[src/shared/hsv_pkg.sv]
package hsv_pkg;
    localparam logic [7:0] HSV_OFS_HOT_SWAP = 8'he4;
    localparam logic [7:0] HSV_OFS_PD_ADDR = 8'he8;
    localparam logic [7:0] HSV_OFS_PD_WORD = 8'hec;
    localparam logic [7:0] HSV_OFS_IRQ_STATUS = 8'hf0;
    localparam logic [7:0] HSV_OFS_IRQ_MASK = 8'hf4;
    localparam logic [7:0] HSV_HS_CAP_CODE = 8'h06;
    localparam logic [7:0] HSV_PD_CAP_CODE = 8'h03;
    localparam logic [7:0] HSV_LIST_END = 8'h00;
    localparam int HSV_BIT_INS = 23;
    localparam int HSV_BIT_EXT = 22;
    localparam int HSV_BIT_LIGHT = 19;
    localparam int HSV_BIT_MASK = 17;
    localparam int HSV_BIT_PD_FLAG = 31;
    localparam logic [31:0] HSV_WORD_RESET = 32'h0000_0000;
    localparam logic [7:0] HSV_ADDR_RESET = 8'h00;
    // irq status bits: 0 insertion set, 1 extraction set, 2 eeprom done
    localparam int HSV_NUM_EVENTS = 3;
    // eeprom request to the serial engine
    typedef struct packed {
        logic req;
        logic wr;
        logic [7:0] addr;
        logic [31:0] wdata;
    } hsv_ee_req_t;
endpackage

[src/verilog/hsv_cap_regs.sv]
`timescale 1ns/1ps
// hot-swap and product data capability registers on classic wishbone
module hsv_cap_regs
    import hsv_pkg::*;
(
    input wire logic i_ref_clk,
    input wire logic i_nrst,
    input wire logic i_wb_cyc,
    input wire logic i_wb_stb,
    input wire logic i_wb_we,
    input wire logic [7:0] i_wb_adr,
    input wire logic [3:0] i_wb_sel,
    input wire logic [31:0] i_wb_dat,
    output logic [31:0] o_wb_dat,
    output logic o_wb_ack,
    input wire logic i_ejector_switch,
    input wire logic i_load_done,
    input wire logic i_bus_side_disable,
    input wire logic i_pd_enable,
    output hsv_ee_req_t o_ee,
    input wire logic i_ee_done,
    input wire logic [31:0] i_ee_rdata,
    output logic o_indicator_on,
    output logic o_reconfig_irq,
    output logic o_irq
);
    logic insertion_status;
    logic extraction_status;
    logic light;
    logic mask;
    logic pd_flag;
    logic [7:0] pd_addr;
    logic [31:0] pd_word;
    logic ee_busy;
    logic ee_wr;
    logic [HSV_NUM_EVENTS-1:0] irq_status;
    logic [HSV_NUM_EVENTS-1:0] irq_mask;
    logic [HSV_NUM_EVENTS-1:0] ev;
    logic sw_rise, ld_lvl, ld_rise, dis_lvl, en_lvl;
    logic ins_prev;
    logic ins_set;
    genvar lane;
    genvar ev_i;
    logic wr_cyc;
    logic [31:0] next_rdata;
    logic [31:0] wmask;

    ////////////////////////////////////////////////////////////////////
    // pin synchronisers
    hsv_event_sync u_sw (.i_ref_clk(i_ref_clk), .i_nrst(i_nrst), .i_async(i_ejector_switch),
        .o_level(), .o_rise(sw_rise));
    hsv_event_sync u_ld (.i_ref_clk(i_ref_clk), .i_nrst(i_nrst), .i_async(i_load_done),
        .o_level(ld_lvl), .o_rise(ld_rise));
    hsv_event_sync u_dis (.i_ref_clk(i_ref_clk), .i_nrst(i_nrst), .i_async(i_bus_side_disable),
        .o_level(dis_lvl), .o_rise());
    hsv_event_sync u_en (.i_ref_clk(i_ref_clk), .i_nrst(i_nrst), .i_async(i_pd_enable),
        .o_level(en_lvl), .o_rise());

    ////////////////////////////////////////////////////////////////////
    // bus decode; ack is one cycle, then dropped so each access acks once
    assign wr_cyc = i_wb_cyc & i_wb_stb & i_wb_we & ~o_wb_ack;
    generate
        for (lane = 0; lane < 4; lane++)
        begin : g_lane
            assign wmask[lane*8 +: 8] = {8{i_wb_sel[lane]}};
        end
    endgenerate

    always_ff @(posedge i_ref_clk or negedge i_nrst)
    begin
        if (!i_nrst)
            o_wb_ack <= 1'b0;
        else
            o_wb_ack <= i_wb_cyc & i_wb_stb & ~o_wb_ack;
    end

    ////////////////////////////////////////////////////////////////////
    // insertion set term: load done with the bus side enabled, once per load
    assign ins_set = ld_lvl & ~dis_lvl & (ld_rise | ~ins_prev);

    // insertion and extraction flags, set wins over write-one-clear
    always_ff @(posedge i_ref_clk or negedge i_nrst)
    begin
        if (!i_nrst)
        begin
            insertion_status <= 1'b0;
            extraction_status <= 1'b0;
        end
        else
        begin
            if (ins_set)
                insertion_status <= 1'b1;
            else if (wr_cyc && i_wb_adr == HSV_OFS_HOT_SWAP && i_wb_sel[2] && i_wb_dat[HSV_BIT_INS])
                insertion_status <= 1'b0;
            if (sw_rise)
                extraction_status <= 1'b1; // reset holds the syncs low, so rst negated is implied
            else if (wr_cyc && i_wb_adr == HSV_OFS_HOT_SWAP && i_wb_sel[2] && i_wb_dat[HSV_BIT_EXT])
                extraction_status <= 1'b0;
        end
    end

    // insertion fires once per load completion, not again after a clear
    always_ff @(posedge i_ref_clk or negedge i_nrst)
    begin
        if (!i_nrst)
            ins_prev <= 1'b0;
        else if (ld_lvl && !dis_lvl)
            ins_prev <= 1'b1;
        else if (!ld_lvl)
            ins_prev <= 1'b0;
    end

    ////////////////////////////////////////////////////////////////////
    // light and mask control bits
    always_ff @(posedge i_ref_clk or negedge i_nrst)
    begin
        if (!i_nrst)
        begin
            light <= 1'b0;
            mask <= 1'b0;
        end
        else if (wr_cyc && i_wb_adr == HSV_OFS_HOT_SWAP && i_wb_sel[2])
        begin
            light <= i_wb_dat[HSV_BIT_LIGHT];
            mask <= i_wb_dat[HSV_BIT_MASK];
        end
    end

    assign o_indicator_on = light;
    assign o_reconfig_irq = (insertion_status | extraction_status) & ~mask;

    ////////////////////////////////////////////////////////////////////
    // product data address, flag and eeprom sequencing
    always_ff @(posedge i_ref_clk or negedge i_nrst)
    begin
        if (!i_nrst)
        begin
            pd_flag <= 1'b0;
            pd_addr <= HSV_ADDR_RESET;
            ee_busy <= 1'b0;
            ee_wr <= 1'b0;
        end
        else if (ee_busy)
        begin
            // writes to the address register are ignored until the access ends
            if (i_ee_done)
            begin
                ee_busy <= 1'b0;
                pd_flag <= ~ee_wr;
            end
        end
        else if (wr_cyc && i_wb_adr == HSV_OFS_PD_ADDR)
        begin
            if (i_wb_sel[2])
                pd_addr <= {i_wb_dat[23:18], 2'b00}; // word aligned
            if (i_wb_sel[3])
            begin
                pd_flag <= i_wb_dat[HSV_BIT_PD_FLAG];
                ee_wr <= i_wb_dat[HSV_BIT_PD_FLAG];
                ee_busy <= 1'b1;
            end
        end
    end

    assign o_ee.req = ee_busy;
    assign o_ee.wr = ee_wr;
    assign o_ee.addr = pd_addr;
    assign o_ee.wdata = pd_word;

    // data word: eeprom word at the address lands in bits 31:0
    always_ff @(posedge i_ref_clk or negedge i_nrst)
    begin
        if (!i_nrst)
            pd_word <= HSV_WORD_RESET;
        else if (ee_busy && i_ee_done && !ee_wr)
            pd_word <= i_ee_rdata;
        else if (wr_cyc && i_wb_adr == HSV_OFS_PD_WORD)
            pd_word <= (pd_word & ~wmask) | (i_wb_dat & wmask);
    end

    ////////////////////////////////////////////////////////////////////
    // sticky interrupt status, one flop per event, write one to clear, set wins
    // insertion event uses the flag's own set term, so a late bus enable still raises it
    assign ev = {ee_busy & i_ee_done, sw_rise, ins_set};
    generate
        for (ev_i = 0; ev_i < HSV_NUM_EVENTS; ev_i++)
        begin : g_event
            always_ff @(posedge i_ref_clk or negedge i_nrst)
            begin
                if (!i_nrst)
                    irq_status[ev_i] <= 1'b0;
                else if (ev[ev_i])
                    irq_status[ev_i] <= 1'b1;
                else if (wr_cyc && i_wb_adr == HSV_OFS_IRQ_STATUS && i_wb_sel[0] && i_wb_dat[ev_i])
                    irq_status[ev_i] <= 1'b0;
            end
        end
    endgenerate

    // interrupt enables, a one lets the matching status bit through
    always_ff @(posedge i_ref_clk or negedge i_nrst)
    begin
        if (!i_nrst)
            irq_mask <= '0;
        else if (wr_cyc && i_wb_adr == HSV_OFS_IRQ_MASK && i_wb_sel[0])
            irq_mask <= i_wb_dat[HSV_NUM_EVENTS-1:0];
    end

    assign o_irq = |(irq_status & irq_mask);

    ////////////////////////////////////////////////////////////////////
    // read mux; unmapped addresses read zero
    always_comb
    begin
        next_rdata = 32'h0000_0000;
        case (i_wb_adr)
            HSV_OFS_HOT_SWAP:
            begin
                next_rdata[HSV_BIT_INS] = insertion_status;
                next_rdata[HSV_BIT_EXT] = extraction_status;
                next_rdata[HSV_BIT_LIGHT] = light;
                next_rdata[HSV_BIT_MASK] = mask;
                next_rdata[15:8] = en_lvl ? HSV_OFS_PD_ADDR : HSV_LIST_END;
                next_rdata[7:0] = HSV_HS_CAP_CODE;
            end
            HSV_OFS_PD_ADDR:
            begin
                next_rdata[HSV_BIT_PD_FLAG] = pd_flag;
                next_rdata[23:16] = pd_addr;
                next_rdata[15:8] = HSV_LIST_END;
                next_rdata[7:0] = HSV_PD_CAP_CODE;
            end
            HSV_OFS_PD_WORD: next_rdata = pd_word;
            HSV_OFS_IRQ_STATUS: next_rdata[HSV_NUM_EVENTS-1:0] = irq_status;
            HSV_OFS_IRQ_MASK: next_rdata[HSV_NUM_EVENTS-1:0] = irq_mask;
            default: next_rdata = 32'h0000_0000;
        endcase
    end

    always_ff @(posedge i_ref_clk or negedge i_nrst)
    begin
        if (!i_nrst)
            o_wb_dat <= 32'h0000_0000;
        else
            o_wb_dat <= next_rdata;
    end

    ////////////////////////////////////////////////////////////////////
    // checks
    irq_follow_a: assert property (@(posedge i_ref_clk) disable iff (!i_nrst)
        o_reconfig_irq == ((insertion_status | extraction_status) && !mask))
        else $error("irq mismatch");
    ext_set_a: assert property (@(posedge i_ref_clk) disable iff (!i_nrst)
        sw_rise |=> extraction_status)
        else $error("extraction not set");
    ins_set_a: assert property (@(posedge i_ref_clk) disable iff (!i_nrst)
        (ld_rise && !dis_lvl) |=> insertion_status)
        else $error("insertion not set");
    wr_done_a: assert property (@(posedge i_ref_clk) disable iff (!i_nrst)
        (ee_busy && ee_wr && i_ee_done) |=> !pd_flag && !ee_busy)
        else $error("write end");
    rd_done_a: assert property (@(posedge i_ref_clk) disable iff (!i_nrst)
        (ee_busy && !ee_wr && i_ee_done) |=> pd_flag && pd_word == $past(i_ee_rdata))
        else $error("read end");
    addr_align_a: assert property (@(posedge i_ref_clk) disable iff (!i_nrst)
        pd_addr[1:0] == 2'b00)
        else $error("addr unaligned");
    next_ptr_a: assert property (@(posedge i_ref_clk) disable iff (!i_nrst)
        (i_wb_adr == HSV_OFS_HOT_SWAP && i_wb_stb && !o_wb_ack) |=> o_wb_dat[15:8] == ($past(en_lvl) ? 8'he8 : 8'h00))
        else $error("next ptr");
    light_out_a: assert property (@(posedge i_ref_clk) disable iff (!i_nrst)
        (wr_cyc && i_wb_adr == HSV_OFS_HOT_SWAP && i_wb_sel[2]) |=> o_indicator_on == $past(i_wb_dat[19]))
        else $error("light");
    pd_ids_a: assert property (@(posedge i_ref_clk) disable iff (!i_nrst)
        (i_wb_adr == HSV_OFS_PD_ADDR && i_wb_stb && !o_wb_ack) |=> o_wb_dat[15:0] == 16'h0003)
        else $error("pd ids");
    hs_code_a: assert property (@(posedge i_ref_clk) disable iff (!i_nrst)
        (i_wb_adr == HSV_OFS_HOT_SWAP && i_wb_stb && !o_wb_ack) |=> o_wb_dat[7:0] == 8'h06)
        else $error("hs code");
    mask_quiet_a: assert property (@(posedge i_ref_clk) disable iff (!i_nrst)
        mask |-> !o_reconfig_irq)
        else $error("masked irq raised");
    ins_clear_a: assert property (@(posedge i_ref_clk) disable iff (!i_nrst)
        (wr_cyc && i_wb_adr == HSV_OFS_HOT_SWAP && i_wb_sel[2] && i_wb_dat[23] && !ins_set) |=> !insertion_status)
        else $error("insertion not cleared");
    ext_clear_a: assert property (@(posedge i_ref_clk) disable iff (!i_nrst)
        (wr_cyc && i_wb_adr == HSV_OFS_HOT_SWAP && i_wb_sel[2] && i_wb_dat[22] && !sw_rise) |=> !extraction_status)
        else $error("extraction not cleared");
    insert_event_a: assert property (@(posedge i_ref_clk) disable iff (!i_nrst)
        ins_set |=> insertion_status && irq_status[0])
        else $error("insertion event lost");
    access_start_a: assert property (@(posedge i_ref_clk) disable iff (!i_nrst)
        (wr_cyc && i_wb_adr == HSV_OFS_PD_ADDR && i_wb_sel[3] && !ee_busy) |=> ee_busy && ee_wr == $past(i_wb_dat[31]))
        else $error("access not started");
    addr_hold_a: assert property (@(posedge i_ref_clk) disable iff (!i_nrst)
        (ee_busy && !i_ee_done) |=> $stable(pd_addr) && $stable(ee_wr))
        else $error("access changed mid way");
    low_byte_a: assert property (@(posedge i_ref_clk) disable iff (!i_nrst)
        (ee_busy && !ee_wr && i_ee_done) |=> pd_word[7:0] == $past(i_ee_rdata[7:0]))
        else $error("low byte");
    ack_next_a: assert property (@(posedge i_ref_clk) disable iff (!i_nrst)
        (i_wb_cyc && i_wb_stb && !o_wb_ack) |=> o_wb_ack)
        else $error("ack late");
    ack_once_a: assert property (@(posedge i_ref_clk) disable iff (!i_nrst)
        o_wb_ack |=> !o_wb_ack)
        else $error("ack held");
endmodule

[src/verilog/hsv_event_sync.sv]
`timescale 1ns/1ps
// two-flop synchroniser with a rising edge pulse on the clean side
module hsv_event_sync
    import hsv_pkg::*;
(
    input wire logic i_ref_clk,
    input wire logic i_nrst,
    input wire logic i_async,
    output logic o_level,
    output logic o_rise
);
    logic meta;
    logic sync;
    logic last;

    // meta feeds only the second stage
    always_ff @(posedge i_ref_clk or negedge i_nrst)
    begin
        if (!i_nrst)
        begin
            meta <= 1'b0;
            sync <= 1'b0;
            last <= 1'b0;
        end
        else
        begin
            meta <= i_async;
            sync <= meta;
            last <= sync;
        end
    end

    assign o_level = sync;
    assign o_rise = sync & ~last;
endmodule
[config.mk]
export PLATFORM = sky130hd
export DESIGN_NAME = hsv_cap_regs
export DESIGN_NICKNAME = d
export VERILOG_FILES = /design/src/shared/hsv_pkg.sv /design/src/verilog/hsv_cap_regs.sv /design/src/verilog/hsv_event_sync.sv
export SDC_FILE = /design/constraint.sdc
export NUM_CORES = 1
export LEC_CHECK = 0
export ABC_AREA = 1
export BUFFER_PORTS_ARGS = -buffer_cell sky130_fd_sc_hd__buf_2
export CAP_MARGIN = 40
export CORE_MARGIN = 2
export CORE_UTILIZATION = 50
export CTS_CLUSTER_SIZE = 20
export DETAILED_ROUTE_END_ITERATION = 16
export GPL_TIMING_DRIVEN = 0
export PLACE_DENSITY = 0.89
export SLEW_MARGIN = 20
export SYNTH_ARGS = -nofsm -noshare
export SYNTH_HDL_FRONTEND = slang
export SYNTH_SLANG_ARGS = --single-unit
[constraint.sdc]
create_clock -name i_ref_clk -period 2.93 [get_ports i_ref_clk]
set_clock_uncertainty 0.05 [all_clocks]
set_input_delay 0.1465 -clock i_ref_clk [delete_from_list [all_inputs] [get_ports i_ref_clk]]
set_output_delay 0.1465 -clock i_ref_clk [all_outputs]
set_load 0.005 [all_outputs]
==> summary.txt <==
Worst setup path
  • Crit Path Max Fanout: 10
  • Setup CP Type: flop to flop
  • Startpoint Class: flop
  • Crit path DAT: between 1.5 and 2 ns
  • RR Startpoint: ee_busy
  • WP data required: between 3 and 4 ns
  • R2r setup slk: between 1 and 1.5 ns
  • Cell count of the worst reg-to-reg path: 7
  • Crit end category: flop

Cells and area
  • Commonest non-fill, non-tap cell in the layout: buf_2
  • Commonest non-fill, non-tap cells in the layout: 171 x buf_2, 140 x nand2_1, 95 x dfrtp_1
  • Reg area: roughly 2400 um2
  • Layout cell share with drive strength beyond 1: 29.5%
  • Finished Cell Area: around 5700 um2
  • Area growth from synthesis to layout: 31.8%
  • Layout Nets: 786
  • Multi-input combinational cell area: 1600 um2
  • Antenna cells: 0
  • Filler instances: just under 700

Pwr
  • Leakage: ~0.0032 uW
  • Pwr/cell area: 491 nW/um2
  • Peak VDD IR: roughly 0.26 mV

Route
  • Vias: between 4k and 5k
  • # DRC: 0
  • Drt pass-1 iters: 5
  • Vias per cell: between 5 and 6
  • DR WL/cell: 15.4 um
  • Antenna-violating nets left: 0
  • Detailed Route WL: 12500 um
  • Iteration-0 DRC Markers: 367

Clocking
  • Clock transition at path regs: 0.10 ns
  • CTS max path bufs: 2
  • CTS root buf: clkbuf_8
  • Skew-Pair Late Insertion Delay: approximately 0.36 ns
  • Setup bufs post-CTS: 0
  • CTS tree: yes
  • Clock tree sinks: 95
  • H-tree levels: 3
  • Number of buffers created by CTS: 9

Global route
  • Vias in the first global route: approximately 4k
  • All-Layer GR Usage: between 20% and 30%
  • First-pass GRT wire length: 19100 um
  • Initial antenna violation count: 0
  • GR Overflow Total: 0
  • Largest net degree at the start of global routing: 86

STA
  • Fin crit share: between 50 and 60%
  • Worst-Margin Slew: roughly 0.5 ns
  • Slew Limit Fails: 0
  • Final setup violation count: 0
  • Crit path time final: roughly 1.7 ns
  • RSZ-0062 raised after global routing: no
  • Fmax: roughly 0.60 GHz
  • Worst rel slew slack: 65.7%
  • Final Hold Viols: 0
  • TNS Setup: 0 ns

Yosys
  • #FFs+latches synth: 95
  • Synth unique cells: 23
  • Largest family of logic cells by synthesized area: simple AND/OR/NAND/NOR gates
  • Seq/Total Area, Yosys: between 50% and 60%
  • Compound-Gate Fraction of Synth Area: between 6 and 7%
  • Post-Syn Area: 4290 um2
  • Synth Area in Adders: 0%
  • Warnings from Yosys: 0
  • Syn Area/Cell: 8.31 um2
  • Post-synthesis mux area share: 0%
  • XOR/XNOR share of the synthesized area: 0%
  • Cells after synthesis: between 500 and 600
  • Area share of and/or/nand/nor cells after synthesis: a little under a third

Floorplanning
  • Die Span X: 96.6 um
  • # IOs: ~160
  • Total core area: approximately 8300 um2
  • Die area: 9330 um2
  • Chip height: 96.6 um
  • Initial core utilization: approximately half
  • Core Rows: 33

Job
  • Max-Cap Viols: 0

Min path
  • Hold path startpoint: i_wb_dat[31]
  • Min-Delay Endpoint: ee_wr
  • Hold path depth: 3
  • Hold WC Path Type: input port to flop

Placed design
  • PortBufs: around 160
  • Post-DP Area: between 5000 and 6000 um2
  • Gp weighted congestion: about 0.9
  • Detailed placement HPWL: roughly 9000 um

Run status
  • Status: complete, no violations
[synthesized netlist by cell type, drive strengths merged]
cell,instances,share of area (%)
nand2,141,12
and2,1,0.15
a211o,1,0.20
inv,37,3.2
nor2,65,6.0
conb,1,0.087
buf,27,3.9
nand4,12,1.8
a21oi,33,3.9
a22o,5,1.0
o21ai,10,1.2
clkbuf,2,0.18
clkinv,1,0.087
dfrtp,95,55
nand3,85,11
[timing repair]
action	CTS	global route
gates resized for setup	0	0
hold buffers	13	0
hold endpoints to repair	106	0
[power by group]
part	internal, uW	switching, uW
sequential	1350	29.2
combinational	110	131
clock	683	473
[through the flow]
step | power [uW] | utilization, % | setup WS [ns] | hold WS (ns) | cells
after floorplan | 1480 | - | 1.66 | -0.199 | 517
after global routing | 2880 | 68.4 | 1.16 | 0.0130 | 810
final | 2770 | 68.4 | 1.27 | 0.00957 | 810
after global placement | 1610 | 63.1 | 0.816 | 0.204 | 780
after detailed placement | 1630 | 63.5 | 1.34 | -0.0785 | 781
after CTS | 2780 | 68.4 | 1.30 | 0.000455 | 810
[worst max path at each step]
stage,startpoint,to,depth (start not counted)
2_1_floorplan,ee_busy,flop,7
3_3_place_gp,i_nrst,o_wb_dat[7],1
3_5_place_dp,i_wb_adr[1],o_wb_dat[25],7
4_1_cts,ee_busy,flop,7
5_1_grt,ee_busy,flop,7
6_report,ee_busy,flop,7
[per-layer routing]
| metal | share of wire (%) | GRT usage, % |
|---|---|---|
| met1 | 40 | 36.0 |
| met2 | 49 | 46.2 |
| met3 | 8.5 | 4.65 |
| met4 | 2.6 | 10.1 |
| met5 | 0 | 0 |
[cell families (layout without fill, tap and decap cells)]
logic type      after synthesis  count (layout)
simple gates                304             304
flops                        95              95
buf+inv                      67             255
compound gates               49              49
other cells                   1               2
[layout make-up]
class | count | share of cell area [%]
multi-input combinational | 355 | 28.2
timing repair buffer | 172 | 16.9
clock inverter | 6 | 2.44
clock buffer | 10 | 2.44
tap | 105 | 2.32
inverter | 38 | 2.52
sequential | 95 | 42.1
buffer | 29 | 3.10
[critical path, cell delays in order (launching register included)]
cell and delay, ns:
dfrtp_1 0.47, nand3_1 0.13, buf_2 0.23, buf_2 0.29, nor2_1 0.11, a21oi_1 0.17
nand3_1 0.10, nand2_1 0.07
Note: power is estimated with default switching activity, not from simulation.
